==> src/pfp_pkg.sv <==
// Purpose: shared constants for the page flash program controller
// Assumes: 125 MHz clock, 8 ns period
// Notes:   command addresses and data are parameters of the top module
package pfp_pkg;
  // ---------------------------------------------------------------
  // geometry
  // ---------------------------------------------------------------
  localparam int unsigned ADDR_W      = 15;
  localparam int unsigned DATA_W      = 8;
  localparam int unsigned PAGE_BYTES  = 64;
  localparam int unsigned PAGE_LSB    = 6;
  localparam int unsigned POLL_BIT    = 7;
  localparam int unsigned TOGGLE_BIT  = 6;
  localparam logic [7:0]  ERASED_BYTE = 8'hFF;
  // ---------------------------------------------------------------
  // timing
  // ---------------------------------------------------------------
  localparam int unsigned CLK_PERIOD_NS = 8;
  localparam int unsigned SETUP_NS      = 50;
  localparam int unsigned PULSE_NS      = 150;
  localparam int unsigned HIGH_NS       = 100;
  localparam int unsigned READ_NS       = 250;
  localparam int unsigned LOAD_GAP_US   = 150;
  localparam int unsigned WRITE_CYC_MS  = 10;
  localparam int unsigned SETUP_CYC = (SETUP_NS + CLK_PERIOD_NS - 1) / CLK_PERIOD_NS;
  localparam int unsigned PULSE_CYC = (PULSE_NS + CLK_PERIOD_NS - 1) / CLK_PERIOD_NS;
  localparam int unsigned HIGH_CYC  = (HIGH_NS + CLK_PERIOD_NS - 1) / CLK_PERIOD_NS;
  localparam int unsigned READ_CYC  = (READ_NS + CLK_PERIOD_NS - 1) / CLK_PERIOD_NS;
  localparam int unsigned LOAD_GAP_CYC = (LOAD_GAP_US * 1000) / CLK_PERIOD_NS;
  localparam int unsigned WRITE_CYC    = (WRITE_CYC_MS * 1000000) / CLK_PERIOD_NS;
  localparam int unsigned TIMER_W      = 24;
endpackage

==> src/pfp_host.sv <==
// Purpose: host controller that loads pages, issues command sequences and polls for completion
// Assumes: pin inputs synchronous to i_clk; a single command is taken while o_ready is high
// Notes:   the data pins are three signals; the output enable is low while driving
//
// How it works
// - every byte of one page load uses the same upper address bits
// - output gate stays high whenever write strobe and chip select are low
// - next byte strobe starts well inside 150 us of the previous rising edge
// - protection sequences are followed by the full 64 data bytes of a page
// - erase done when a complement poll read returns all ones
// - after the six erase bytes, no loads until erase completes
// - with i_use_toggle set, completion is seen only when the toggle bit stops changing
// - status reads keep one constant address
// - command bytes are hex data on the data pins, addresses on the address pins
`timescale 1ns/10ps
`default_nettype none
module pfp_host #(
  parameter int unsigned WRITE_TIMEOUT_CYC = pfp_pkg::WRITE_CYC + pfp_pkg::WRITE_CYC / 4,
  parameter logic [14:0] CMD_A1 = 15'h5555,
  parameter logic [14:0] CMD_A2 = 15'h2AAA,
  parameter logic [7:0]  CMD_D1 = 8'hAA,
  parameter logic [7:0]  CMD_D2 = 8'h55,
  parameter logic [7:0]  CMD_EN = 8'hA0,
  parameter logic [7:0]  CMD_DIS1 = 8'h80,
  parameter logic [7:0]  CMD_DIS2 = 8'h20,
  parameter logic [7:0]  CMD_ER1 = 8'h80,
  parameter logic [7:0]  CMD_ER2 = 8'h10
)(
  // clock and reset
  input  wire logic        i_clk,
  input  wire logic        i_reset,
  // command port
  input  wire logic        i_start,
  input  wire logic [2:0]  i_op,
  input  wire logic        i_use_toggle,
  input  wire logic [8:0]  i_page,
  output logic             o_ready,
  output logic             o_done,
  output logic             o_timeout,
  // page data request: byte index out, byte value in
  output logic [5:0]       o_byte_idx,
  input  wire logic [7:0]  i_byte_data,
  // flash pins
  output logic [14:0]      o_addr,
  output logic             o_ce_n,
  output logic             o_oe_n,
  output logic             o_we_n,
  output logic [7:0]       o_dq,
  output logic             o_dq_oe_n,
  input  wire logic [7:0]  i_dq
);
  // ---------------------------------------------------------------
  // operations and states
  // ---------------------------------------------------------------
  // op: 0 plain program, 1 protected program, 2 protect enable, 3 protect disable, 4 chip erase
  typedef enum logic [5:0] {
    ST_IDLE  = 6'b000001,
    ST_SETUP = 6'b000010,
    ST_PULSE = 6'b000100,
    ST_HIGH  = 6'b001000,
    ST_READ  = 6'b010000,
    ST_GAP   = 6'b100000
  } pfp_state_e;

  pfp_state_e              state_reg, state_next;
  logic [23:0]             cnt_reg, cnt_next;
  logic [23:0]             wait_reg, wait_next;
  logic [3:0]              cmd_idx_reg, cmd_idx_next;
  logic [6:0]              byte_reg, byte_next;
  logic [2:0]              op_reg, op_next;
  logic                    tog_reg, tog_next;
  logic [8:0]              page_reg, page_next;
  logic                    first_reg, first_next;
  logic [7:0]              prev_reg, prev_next;
  logic [7:0]              last_reg, last_next;
  logic                    done_reg, done_next;
  logic                    tmo_reg, tmo_next;
  logic [14:0]             addr_reg, addr_next;
  logic [7:0]              dq_reg, dq_next;
  logic                    ce_n_reg, ce_n_next;
  logic                    oe_n_reg, oe_n_next;
  logic                    we_n_reg, we_n_next;
  logic                    drv_reg, drv_next;
  logic [3:0]              cmd_len;
  logic [14:0]             cmd_addr;
  logic [7:0]              cmd_data;
  logic                    in_cmd;

  // number of command bytes that lead each operation
  function automatic logic [3:0] seq_len(input logic [2:0] op);
    unique case (op)
      3'd1, 3'd2: seq_len = 4'd3;
      3'd3, 3'd4: seq_len = 4'd6;
      default:    seq_len = 4'd0;
    endcase
  endfunction

  // address/data of command byte k; pattern A1 A2 A1 (A1 A2 A1)
  function automatic logic [14:0] seq_addr(input logic [3:0] k);
    seq_addr = (k == 4'd1 || k == 4'd4) ? CMD_A2 : CMD_A1;
  endfunction

  always_comb
  begin
    cmd_len  = seq_len(op_reg);
    in_cmd   = ({1'b0, cmd_idx_reg} < {1'b0, cmd_len});
    cmd_addr = seq_addr(cmd_idx_reg);
    unique case (cmd_idx_reg)
      4'd0, 4'd3: cmd_data = CMD_D1;
      4'd1, 4'd4: cmd_data = CMD_D2;
      4'd2:       cmd_data = (op_reg == 3'd1 || op_reg == 3'd2) ? CMD_EN : (op_reg == 3'd3 ? CMD_DIS1 : CMD_ER1);
      default:    cmd_data = (op_reg == 3'd3) ? CMD_DIS2 : CMD_ER2;
    endcase
  end

  // ---------------------------------------------------------------
  // sequencer
  // ---------------------------------------------------------------
  always_comb
  begin
    state_next   = state_reg;
    cnt_next     = cnt_reg;
    wait_next    = wait_reg;
    cmd_idx_next = cmd_idx_reg;
    byte_next    = byte_reg;
    op_next      = op_reg;
    tog_next     = tog_reg;
    page_next    = page_reg;
    first_next   = first_reg;
    prev_next    = prev_reg;
    last_next    = last_reg;
    done_next    = 1'b0;
    tmo_next     = 1'b0;
    addr_next    = addr_reg;
    dq_next      = dq_reg;
    ce_n_next    = ce_n_reg;
    oe_n_next    = oe_n_reg;
    we_n_next    = we_n_reg;
    drv_next     = drv_reg;
    unique case (state_reg)
      ST_IDLE:
      begin
        ce_n_next = 1'b1;
        oe_n_next = 1'b1;
        we_n_next = 1'b1;
        drv_next  = 1'b0;
        if (i_start)
        begin
          op_next      = i_op;
          tog_next     = i_use_toggle;
          page_next    = i_page;
          cmd_idx_next = 4'd0;
          byte_next    = 7'd0;
          cnt_next     = 24'd0;
          state_next   = ST_SETUP;
        end
      end
      ST_SETUP:
      begin
        // oe high before strobes go low
        oe_n_next = 1'b1;
        ce_n_next = 1'b0;
        drv_next  = 1'b1;
        if (in_cmd)
        begin
          addr_next = cmd_addr;
          dq_next   = cmd_data;
        end
        else
        begin
          addr_next = {page_reg, byte_reg[5:0]};
          dq_next   = i_byte_data;
        end
        cnt_next = cnt_reg + 24'd1;
        if (cnt_reg + 24'd1 >= 24'(pfp_pkg::SETUP_CYC))
        begin
          cnt_next   = 24'd0;
          last_next  = dq_next;
          state_next = ST_PULSE;
        end
      end
      ST_PULSE:
      begin
        // address held through the whole low pulse
        // we_n falls one cycle into the state, so one extra count keeps the full width
        we_n_next = 1'b0;
        cnt_next  = cnt_reg + 24'd1;
        if (cnt_reg >= 24'(pfp_pkg::PULSE_CYC))
        begin
          cnt_next   = 24'd0;
          we_n_next  = 1'b1;
          state_next = ST_HIGH;
        end
      end
      ST_HIGH:
      begin
        cnt_next = cnt_reg + 24'd1;
        if (cnt_reg + 24'd1 >= 24'(pfp_pkg::HIGH_CYC))
        begin
          cnt_next = 24'd0;
          if (in_cmd)
            cmd_idx_next = cmd_idx_reg + 4'd1;
          else
            byte_next = byte_reg + 7'd1;
          // erase: stop loading after the six bytes; others load a full page
          if ((op_reg == 3'd4 && cmd_idx_reg == 4'd5) ||
              (!in_cmd && byte_reg == 7'(pfp_pkg::PAGE_BYTES - 1)))
          begin
            ce_n_next  = 1'b1;
            drv_next   = 1'b0;
            wait_next  = 24'd0;
            first_next = 1'b1;
            state_next = ST_GAP;
          end
          else
            state_next = ST_SETUP;
        end
      end
      ST_GAP:
      begin
        // read pulse: ce and oe low, address constant
        wait_next = wait_reg + 24'd1;
        cnt_next  = cnt_reg + 24'd1;
        ce_n_next = 1'b0;
        oe_n_next = 1'b0;
        we_n_next = 1'b1;
        drv_next  = 1'b0;
        addr_next = (op_reg == 3'd4) ? 15'h0000 : {page_reg, 6'h3F};
        if (cnt_reg + 24'd1 >= 24'(pfp_pkg::READ_CYC))
        begin
          cnt_next   = 24'd0;
          state_next = ST_READ;
        end
      end
      ST_READ:
      begin
        // strobes stay high a full pulse width between reads so each is a new read
        ce_n_next = 1'b1;
        oe_n_next = 1'b1;
        wait_next = wait_reg + 24'd1;
        cnt_next  = cnt_reg + 24'd1;
        if (cnt_reg == 24'd0)
        begin
          prev_next  = i_dq;
          first_next = 1'b0;
          if (tog_reg)
          begin
            if (!first_reg && i_dq[pfp_pkg::TOGGLE_BIT] == prev_reg[pfp_pkg::TOGGLE_BIT])
            begin
              done_next  = 1'b1;
              state_next = ST_IDLE;
            end
          end
          else if (op_reg == 3'd4 ? (i_dq == pfp_pkg::ERASED_BYTE) :
                   (i_dq[pfp_pkg::POLL_BIT] == last_reg[pfp_pkg::POLL_BIT]))
          begin
            done_next  = 1'b1;
            state_next = ST_IDLE;
          end
          if (state_next == ST_READ && wait_reg >= 24'(WRITE_TIMEOUT_CYC))
          begin
            tmo_next   = 1'b1;
            state_next = ST_IDLE;
          end
        end
        if (state_next == ST_READ && cnt_reg + 24'd1 >= 24'(pfp_pkg::PULSE_CYC))
        begin
          cnt_next   = 24'd0;
          state_next = ST_GAP;
        end
      end
      default:
        state_next = ST_IDLE;
    endcase
  end

  always_ff @(posedge i_clk)
  begin
    if (i_reset)
    begin
      state_reg   <= ST_IDLE;
      cnt_reg     <= 24'd0;
      wait_reg    <= 24'd0;
      cmd_idx_reg <= 4'd0;
      byte_reg    <= 7'd0;
      op_reg      <= 3'd0;
      tog_reg     <= 1'b0;
      page_reg    <= 9'd0;
      first_reg   <= 1'b1;
      prev_reg    <= 8'h00;
      last_reg    <= 8'h00;
      done_reg    <= 1'b0;
      tmo_reg     <= 1'b0;
      addr_reg    <= 15'h0000;
      dq_reg      <= 8'h00;
      ce_n_reg    <= 1'b1;
      oe_n_reg    <= 1'b1;
      we_n_reg    <= 1'b1;
      drv_reg     <= 1'b0;
    end
    else
    begin
      state_reg   <= state_next;
      cnt_reg     <= cnt_next;
      wait_reg    <= wait_next;
      cmd_idx_reg <= cmd_idx_next;
      byte_reg    <= byte_next;
      op_reg      <= op_next;
      tog_reg     <= tog_next;
      page_reg    <= page_next;
      first_reg   <= first_next;
      prev_reg    <= prev_next;
      last_reg    <= last_next;
      done_reg    <= done_next;
      tmo_reg     <= tmo_next;
      addr_reg    <= addr_next;
      dq_reg      <= dq_next;
      ce_n_reg    <= ce_n_next;
      oe_n_reg    <= oe_n_next;
      we_n_reg    <= we_n_next;
      drv_reg     <= drv_next;
    end
  end

  assign o_ready    = (state_reg == ST_IDLE);
  assign o_done     = done_reg;
  assign o_timeout  = tmo_reg;
  assign o_byte_idx = byte_reg[5:0];
  assign o_addr     = addr_reg;
  assign o_ce_n     = ce_n_reg;
  assign o_oe_n     = oe_n_reg;
  assign o_we_n     = we_n_reg;
  assign o_dq       = dq_reg;
  assign o_dq_oe_n  = ~drv_reg;
endmodule // pfp_host
`default_nettype wire

==> config.mk <==
export PLATFORM = sky130hd
export DESIGN_NAME = pfp_host
export DESIGN_NICKNAME = d
export VERILOG_FILES = /design/src/pfp_pkg.sv /design/src/pfp_host.sv
export SDC_FILE = /design/constraint.sdc
export NUM_CORES = 1
export LEC_CHECK = 0
export ABC_AREA = 1
export BUFFER_PORTS_ARGS = -buffer_cell sky130_fd_sc_hd__buf_2
export CORE_ASPECT_RATIO = 0.8
export CORE_MARGIN = 5
export CORE_UTILIZATION = 50
export CTS_BUF_LIST = sky130_fd_sc_hd__clkbuf_4 sky130_fd_sc_hd__clkbuf_8
export DETAILED_ROUTE_END_ITERATION = 16
export PLACE_DENSITY = 0.7
export SLEW_MARGIN = 20
export SYNTH_ARGS = -nofsm -noshare
export SYNTH_HDL_FRONTEND = slang
export SYNTH_SLANG_ARGS = --single-unit
==> constraint.sdc <==
create_clock -name i_clk -period 2.65 [get_ports i_clk]
set_input_delay 0.265 -clock i_clk [delete_from_list [all_inputs] [get_ports i_clk]]
set_output_delay 0.265 -clock i_clk [all_outputs]
set_load 0.1 [all_outputs]
==> results of run 1 <==
routing by layer:
metal / GRT usage [%] / vias to the layer above / share of wire (%)
li1: - / 3308 / -
met1: 35.2 / 2924 / 49
met2: 31.8 / 251 / 40
met3: 6.85 / 16 / 9.7
met4: 4.77 / 0 / 1.1
met5: 0 / - / 0
cells in the final DEF (no fill, tap or decap), types with 4 or more instances in the layout:
master	count
nand3_2	4
xor2_1	18
nor2_1	122
clkbuf_8	10
nor3_1	34
buf_2	67
a21oi_1	71
nor2_2	8
dfxtp_1	108
nand3_1	59
nor3_2	4
nand2_1	215
nor2_4	10
inv_2	8
or2_2	8
nor4_1	7
o211ai_1	8
ha_1	13
nand4_1	27
inv_1	97
buf_4	32
o21ai_0	62
xnor2_1	4
nand2_2	7
per-stage QoR:
step | instance area (um2) | setup TNS (ns)
floorplan | 6390 | -0.0000908
global placement | 6970 | 0
detailed placement | 6970 | 0
CTS | 7160 | 0
global route | 7320 | -0.0204
finish | 7320 | 0
worst max-delay path, stage by stage, from the launching register on:
cell and delay (ns):
dfxtp_1 0.44, nand2_2 0.18, nor2_2 0.19, nand2_1 0.14, inv_2 0.13, nand3_1 0.08, nand2_1 0.07, nand3_1 0.16
nor2_4 0.19, nand3_2 0.12, nor2_2 0.18, nor2_1 0.10, nand4_1 0.19, nand2_1 0.07, a21oi_1 0.13
power by group:
group          total [mW]  internal, mW  switching [mW]
Clock                1.01         0.385           0.628
Combinational        1.31         0.347           0.961
Sequential           1.81          1.74          0.0666
final timing paths:
check / start / to / slack (ns) / depth (start not counted)
max: cnt_reg[3]$_SDFFE_PP0P_ / cnt_reg[2]$_SDFFE_PP0P_ / 0.20 / 14
min: i_byte_data[3] / o_dq[3]$_SDFFE_PP0P_ / 0.11 / 3
max reg2reg: cnt_reg[3]$_SDFFE_PP0P_ / cnt_reg[2]$_SDFFE_PP0P_ / 0.20 / 14
min reg2reg: o_dq[6]$_SDFFE_PP0P_ / o_dq[6]$_SDFFE_PP0P_ / 0.47 / 2
what timing repair did:
item / 4_1_cts / 5_1_grt
setup endpoints to repair: 0 / 44
buffers inserted: 0 / 11
gates resized for setup: 0 / 18
cell families (layout without fill, tap and decap cells):
group / count (synthesis) / count (layout)
simple gates: 519 / 520
compound gates: 158 / 158
buf+inv: 136 / 223
flops: 110 / 110
xor+xnor: 22 / 22
fa+ha+maj: 14 / 14
area by class of cell:
class	instances	area share, %
repair buffers	102	8.44
flip-flops and latches	110	30.1
clock buffers	10	1.88
clock inverters	6	0.718
inverters	105	5.38
well taps	171	2.92
multi-input cells	714	50.5
==> impl_metrics.json, run 1 <==
{
  "status": "finished, final reports clean",
  "clk_latency_ns": 0.39,
  "holdBufCountCts": 0,
  "drc": 0,
  "viasPerCell": 5.34,
  "required_ns": 2.97,
  "cts-root-buf": "clkbuf_8",
  "fin_ws_ns": 0.201,
  "areaGrowthSynthToFinish_pct": 15.2,
  "track_usage_pct": 23.1,
  "grt_pass1_wl_mm": 28.7,
  "vias": 6499,
  "ys.flop_type": "dfxtp_1",
  "multiInputGateArea_um2": 3700,
  "powerDensity_nw_per_um2": 564,
  "diodes": 0,
  "hold_class": "in -> reg",
  "clk_pin_slew_ns": 0.11,
  "leakage_nw": 3.09,
  "synth_top_area_cell": "dfxtp_1",
  "critPathKind": "reg -> reg",
  "start_kind": "flip-flop",
  "dp_slack_ns": 0.0731,
  "synth_top_family_by_area": "simple AND/OR/NAND/NOR gates",
  "synth_area_um2": 6350,
  "synth.distinct_cells": 44,
  "worst_pin_slew_ns": 0.708,
  "dp_cells": 1190,
  "async_flop_share_pct": 0,
  "ys_seq_area_share_pct": 34.7,
  "antenna_found_initial": 0,
  "n_fill_cell": 1190,
  "synth_compound_area_share_pct": 13.3,
  "power_mw": 4.13,
  "cp.arrival_ns": 2.77,
  "antenna_left": 0,
  "dieArea_um2": 15100,
  "synthMuxAreaShare_pct": 0,
  "post-route-min-period_ns": 2.45,
  "synth_seq_cells": 110,
  "avgSynthCellArea_um2": 6.62,
  "setup_viol": 0,
  "hold_slack_ns": 0.105,
  "die_x_um": 136,
  "drive_gt1_share_pct": 17.4,
  "synth_edf_count": 0,
  "place_hpwl_mm": 12.9,
  "synthTopCellsByArea": "dfxtp_1, nand2_1, nor2_1, inv_1, a21oi_1",
  "critPathMaxFanout": 5,
  "start_util_pct": 51.7,
  "clkSinkCount": 110,
  "die-height_um": 111,
  "final-seq-area_um2": 2200,
  "synth_warnings": 0,
  "grt_overflow_total": 0,
  "synth_top_area_share_pct": 34.7,
  "fin_skew_ns": 0.0148,
  "ios": 68,
  "htreeDepth": 3,
  "drv_cap": 0,
  "vdd.ir_drop.worst_mv": 0.493,
  "timing.final.crit_share_pct": 92.4,
  "grt_max_degree": 62,
  "drt-initial-drc-count": 670,
  "clk_path_buf_depth": 2,
  "worst_setup_path_end_kind": "flip-flop",
  "finalCoreUtilization_pct": 59.5,
  "io_buffer_count": 67,
  "ys_top_cells_by_count": "nand2_1, nor2_1, dfxtp_1, inv_1, a21oi_1",
  "synthCells": 959,
  "cts_tree": "built",
  "num_rows": 36,
  "core_um2": 12300,
  "synth_xor_area_share_pct": 3.03,
  "grt_pass1_vias": 5710,
  "drt_pre_antenna_iters": 5,
  "gp_congestion": 0.976,
  "synthSimpleGateAreaFrac_pct": 37.6,
  "fmax_mhz": 408,
  "slew_headroom_pct": 52.8,
  "layout.nets": 1088,
  "numCtsBuffers": 9,
  "post_drt_wl_per_cell_um": 14.4,
  "finalHoldViolations": 0,
  "slew_violations": 0,
  "yosysMostFrequentCell": "nand2_1",
  "layoutNonFillerInstCount": 1218,
  "drt-total-wl_mm": 17.5,
  "syn_nets": 1005,
  "synth_fa_ha_area_share_pct": 2.76
}
(Power assumes the default switching activity.)
==> run 2: changes to the inputs <==
clock period = 2.66 ns   (was 2.65 ns; I/O delays follow)
==> run 2 against run 1 <==
  * Cell count decreased by 0.57%
  * Total power increased by 0.61%
  * Non-clock buffer count decreased by 7
  * Final area decreased by 1.1%
  * Global-route usage increased by 0.47 points
  * Critical path type unchanged
  * Sequential power about the same
  * Clock power increased by 7%
  * Sequential cell count unchanged
  * Die area unchanged
  * Fmax decreased by 0.88%
  * Sequential share of layout area increased by 0.32 points
==> impl_metrics.json, run 2 (same netlist as run 1, synthesis figures left out) <==
{
  "slew_headroom_pct": 53.9,
  "hold_class": "in -> reg",
  "drive_gt1_share_pct": 16.6,
  "fin_ws_ns": 0.190,
  "grt_pass1_wl_mm": 29.3,
  "gp_congestion": 0.947,
  "dp_slack_ns": 0.120,
  "leakage_nw": 3.06,
  "layout.nets": 1081,
  "drc": 0,
  "grt_max_degree": 62,
  "fin_skew_ns": 0.00738,
  "finalInstanceArea_um2": 7240,
  "setup_viol": 0,
  "start_kind": "flip-flop",
  "hold_slack_ns": 0.101,
  "hold_end": "o_dq[1]$_SDFFE_PP0P_",
  "htreeDepth": 3,
  "viasPerCell": 5.33,
  "timing.final.crit_share_pct": 92.9,
  "clk_latency_ns": 0.40,
  "cts-root-buf": "clkbuf_8",
  "antenna_found_initial": 0,
  "drt_pre_antenna_iters": 5,
  "grt_pass1_vias": 5789,
  "post-route-min-period_ns": 2.47,
  "fmax_mhz": 405,
  "critPathKind": "reg -> reg",
  "worst_setup_path_end_kind": "flip-flop",
  "placed_area_um2": 6970,
  "vdd.ir_drop.worst_mv": 0.508,
  "ios": 68,
  "final_cell_mix": "nand2_1, nor2_1, dfxtp_1",
  "worstReg2RegEnd": "cmd_idx_reg[1]$_SDFFE_PP0P_",
  "io_buffer_count": 67,
  "drt-total-wl_mm": 17.6,
  "dieArea_um2": 15100,
  "drt-initial-drc-count": 600,
  "grt_setup_unrepaired": "true",
  "diodes": 0,
  "holdBufCountCts": 0,
  "post_drt_wl_per_cell_um": 14.5,
  "reg2reg_depth": 13,
  "numCtsBuffers": 9,
  "start_util_pct": 51.7,
  "drv_cap": 0,
  "antenna_left": 0,
  "track_usage_pct": 23.5,
  "clk_pin_slew_ns": 0.11,
  "status": "finished, final reports clean",
  "critPathMaxFanout": 8,
  "place_hpwl_mm": 12.8,
  "num_rows": 36,
  "slew_violations": 0,
  "layout_commonest_cell": "nand2_1",
  "grt_overflow_total": 0,
  "worst_pin_slew_ns": 0.692,
  "clkSinkCount": 110,
  "die-height_um": 111,
  "reg2reg_slack_ns": 0.19,
  "cts_tree": "built",
  "vias": 6451,
  "r2r-start": "cnt_reg[3]$_SDFFE_PP0P_",
  "required_ns": 2.96,
  "hold_depth": 3,
  "clk_path_buf_depth": 2,
  "min_from": "i_byte_data[1]",
  "core_um2": 12300,
  "die_x_um": 136,
  "powerDensity_nw_per_um2": 574,
  "cp.arrival_ns": 2.78,
  "areaGrowthSynthToFinish_pct": 14.0,
  "finalHoldViolations": 0
}
-- run 2: what timing repair did --
action                     CTS  global route
setup endpoints to repair    0            42
resized for setup            0            11
buffers inserted             0             4
-- run 2: worst max path at each step --
stage | startpoint | to | slack (ns)
6_report | cnt_reg[3]$_SDFFE_PP0P_ | cmd_idx_reg[1]$_SDFFE_PP0P_ | 0.19
5_1_grt | state_reg[2]$_SDFFE_PP0P_ | cnt_reg[4]$_SDFFE_PP0P_ | -0.05
3_3_place_gp | op_reg[0]$_SDFFE_PP0P_ | wait_reg[13]$_SDFFE_PP0P_ | 0.21
2_1_floorplan | state_reg[4]$_SDFFE_PP0P_ | cnt_reg[4]$_SDFFE_PP0P_ | 0.002
4_1_cts | op_reg[0]$_SDFFE_PP0P_ | wait_reg[2]$_SDFFE_PP0P_ | 0.08
3_5_place_dp | op_reg[0]$_SDFFE_PP0P_ | wait_reg[2]$_SDFFE_PP0P_ | 0.12
-- run 2: worst max-delay path, cell delays in order (launching register included) --
cell,delay [ns]
dfxtp_1,0.44
nand2_2,0.17
nor2_4,0.29
nand3_1,0.14
o21ai_1,0.19
nand2_1,0.08
nor2_1,0.09
nand2_1,0.10
nor2_2,0.15
nand4_4,0.22
nand3_2,0.21
inv_1,0.09
o21ai_0,0.15
nor2_1,0.05
-- run 2: layer usage --
layer  track usage [%]  vias to the layer above  part of all wire (%)
met3              5.58                       22                   7.3
met5                 0                        -                     0
met1              35.5                     2899                    50
met4              5.51                        0                   1.2
met2              33.7                      235                    42
li1                  -                     3295                     -
-- run 2: cell type report --
class / instances / area [um2]
timing repair buffer: 95 / 558
clock buffer: 9 / 124
multi-input combinational: 714 / 3670
fill: 1209 / 5050
inverter: 105 / 394
tap: 171 / 214
sequential: 110 / 2200
clock inverter: 7 / 80.1
-- run 2: per-stage QoR --
step | TNS [ns] | std cells | util (%) | power [mW]
after floorplan | 0 | 959 | - | 2.80
after global placement | 0 | 1190 | 56.7 | 3.08
after detailed placement | 0 | 1190 | 56.7 | 3.08
after CTS | 0 | 1206 | 58.4 | 4.16
after global routing | -0.448 | 1211 | 58.9 | 4.39
final | 0 | 1211 | 58.9 | 4.16
-- run 2: report_power, final --
part / internal, mW / total, mW / switching, mW / leakage (nW)
combinational: 0.328 / 1.27 / 0.944 / 2.07
sequential: 1.74 / 1.80 / 0.0663 / 0.892
clock: 0.451 / 1.08 / 0.632 / 0.107
==> run 3: changes to the inputs <==
PLACE_DENSITY = 0.71   (was 0.7)
SLEW_MARGIN = not set   (was 20)
==> run 3 against run 2 <==
  * Sequential power barely moved
  * Setup slack got worse by 0.046 ns
  * Clock skew rose by 0.011 ns
  * Non-clock buffer count rose by 2
  * Register-to-register slack got worse by 0.05 ns
  * Total power rose by 0.61%
  * Critical path type unchanged
  * Critical endpoint is now wait_reg[10]$_SDFFE_PP0P_
  * Largest power group unchanged
==> impl_metrics.json, run 3 (same netlist as run 1, synthesis figures left out) <==
{
  "grt_overflow_total": 0,
  "finalCoreUtilization_pct": 59.7,
  "powerDensity_nw_per_um2": 570,
  "cts_tree": "built",
  "track_usage_pct": 22.9,
  "fmax_mhz": 397,
  "path_buf_inv": 1,
  "viasPerCell": 5.34,
  "ios": 68,
  "dieArea_um2": 15100,
  "drv_cap": 0,
  "place_hpwl_mm": 12.6,
  "start_kind": "flip-flop",
  "critPathSlowestCell": "dfxtp_1",
  "slew_violations": 0,
  "slew_headroom_pct": 53.9,
  "holdBufCountCts": 0,
  "multiInputGateArea_um2": 3730,
  "layout.nets": 1084,
  "diodes": 0,
  "drt_pre_antenna_iters": 5,
  "core_um2": 12300,
  "grt_pass1_vias": 5881,
  "clk_pin_slew_ns": 0.14,
  "drc": 0,
  "grt_max_degree": 62,
  "antenna_left": 0,
  "post_drt_wl_per_cell_um": 14.4,
  "io_buffer_count": 67,
  "drive_gt1_share_pct": 18.3,
  "cp.arrival_ns": 2.84,
  "worst_setup_path_end_kind": "flip-flop",
  "antenna_found_initial": 0,
  "max_stage_delay_ns": 0.44,
  "finalHoldViolations": 0,
  "hold_class": "in -> reg",
  "start_util_pct": 51.7,
  "worst_pin_slew_ns": 0.691,
  "path_cells": "nand2_1 -> nor2_1 -> nand2_1 -> nor2_1 -> nand3_1 -> nand2_1 -> nand3_1 -> nor2_4 -> buf_4 -> nand4_4 -> nand3_2 -> nand2_1 -> a21oi_1",
  "vdd.ir_drop.worst_mv": 0.508,
  "final-seq-area_um2": 2220,
  "crit_family": "simple AND/OR/NAND/NOR gates",
  "gp_congestion": 0.935,
  "num_rows": 36,
  "clkSinkCount": 110,
  "grt_pass1_wl_mm": 28.8,
  "hold_slack_ns": 0.102,
  "critPathMaxFanout": 12,
  "dp_slack_ns": 0.0940,
  "die-height_um": 111,
  "timing.final.crit_share_pct": 94.6,
  "layout_commonest_cell": "nand2_1",
  "htreeDepth": 3,
  "post-route-min-period_ns": 2.52,
  "fin_skew_ns": 0.0183,
  "n_fill_cell": 1178,
  "critPathKind": "reg -> reg",
  "critPathMostFrequentCell": "nand2_1",
  "final_cell_mix": "nand2_1, nor2_1, dfxtp_1",
  "cts-root-buf": "clkbuf_8",
  "status": "finished, final reports clean",
  "leakage_nw": 3.09,
  "drt-total-wl_mm": 17.4,
  "vias": 6486,
  "clk_latency_ns": 0.40,
  "required_ns": 2.98,
  "fin_ws_ns": 0.144,
  "areaGrowthSynthToFinish_pct": 15.5,
  "setup_viol": 0,
  "clk_path_buf_depth": 2,
  "drt-initial-drc-count": 582,
  "die_x_um": 136,
  "numCtsBuffers": 9
}
-- run 3: cell types whose count changed in the layout (fill, tap and decap cells not counted), sizes merged --
cell and delta:
clkinv -1, nand4 +1, buf +2, inv +2, bufinv -1
-- run 3: worst register-to-register path, cell delays in order, from the launching register on --
cell     delay [ns]
dfxtp_1        0.44
nand2_1        0.15
nor2_1         0.21
nand2_1        0.13
nor2_1         0.16
nand3_1        0.11
nand2_1        0.08
nand3_1        0.13
nor2_4         0.18
buf_4          0.15
nand4_4        0.20
nand3_2        0.29
nand2_1        0.10
a21oi_1        0.13
-- run 3: where the power goes --
group	total (mW)	internal, mW	switching [mW]
clock	1.10	0.393	0.703
sequential	1.80	1.74	0.0650
combinational	1.28	0.331	0.952
total	4.18	2.46	1.72
-- run 3: repair_timing --
action	CTS	global route
resized for setup	0	35
endpoints found under the setup margin	0	50
setup buffers	0	8
hold endpoints to repair	0	0
-- run 3: per-layer routing --
layer  part of all wire, %  global-route usage (%)  vias up
li1                      -                       -     3311
met5                     0                       0        -
met2                    41                    33.1      241
met3                   8.2                    4.85       20
met4                   1.1                    4.16        0
met1                    50                    35.2     2914
-- run 3: layout make-up --
type	instances	share of cell area (%)
timing repair buffer	97	7.69
clock buffer	9	1.69
clock inverter	7	1.24
sequential	110	30.2
tap	171	2.92
multi-input combinational	715	50.9
inverter	105	5.37
-- run 3: worst paths after layout --
kind	start	endpoint	slack (ns)	depth (start not counted)
worst min register to register	o_dq[2]$_SDFFE_PP0P_	o_dq[2]$_SDFFE_PP0P_	0.47	2
worst min-delay path	i_page[6]	page_reg[6]$_SDFFE_PP0P_	0.10	3
worst max register to register	cnt_reg[12]$_SDFFE_PP0P_	wait_reg[10]$_SDFFE_PP0P_	0.14	13
worst max-delay path	cnt_reg[12]$_SDFFE_PP0P_	wait_reg[10]$_SDFFE_PP0P_	0.14	13
-- run 3: metrics by stage --
stage / std cells / power, mW / instance area (um2) / setup TNS (ns)
finish: 1214 / 4.18 / 7340 / 0
global route: 1214 / 4.41 / 7340 / -0.00473
CTS: 1204 / 4.17 / 7160 / 0
detailed placement: 1188 / 3.08 / 6940 / 0
global placement: 1188 / 3.09 / 6940 / 0
floorplan: 959 / 2.80 / 6380 / 0
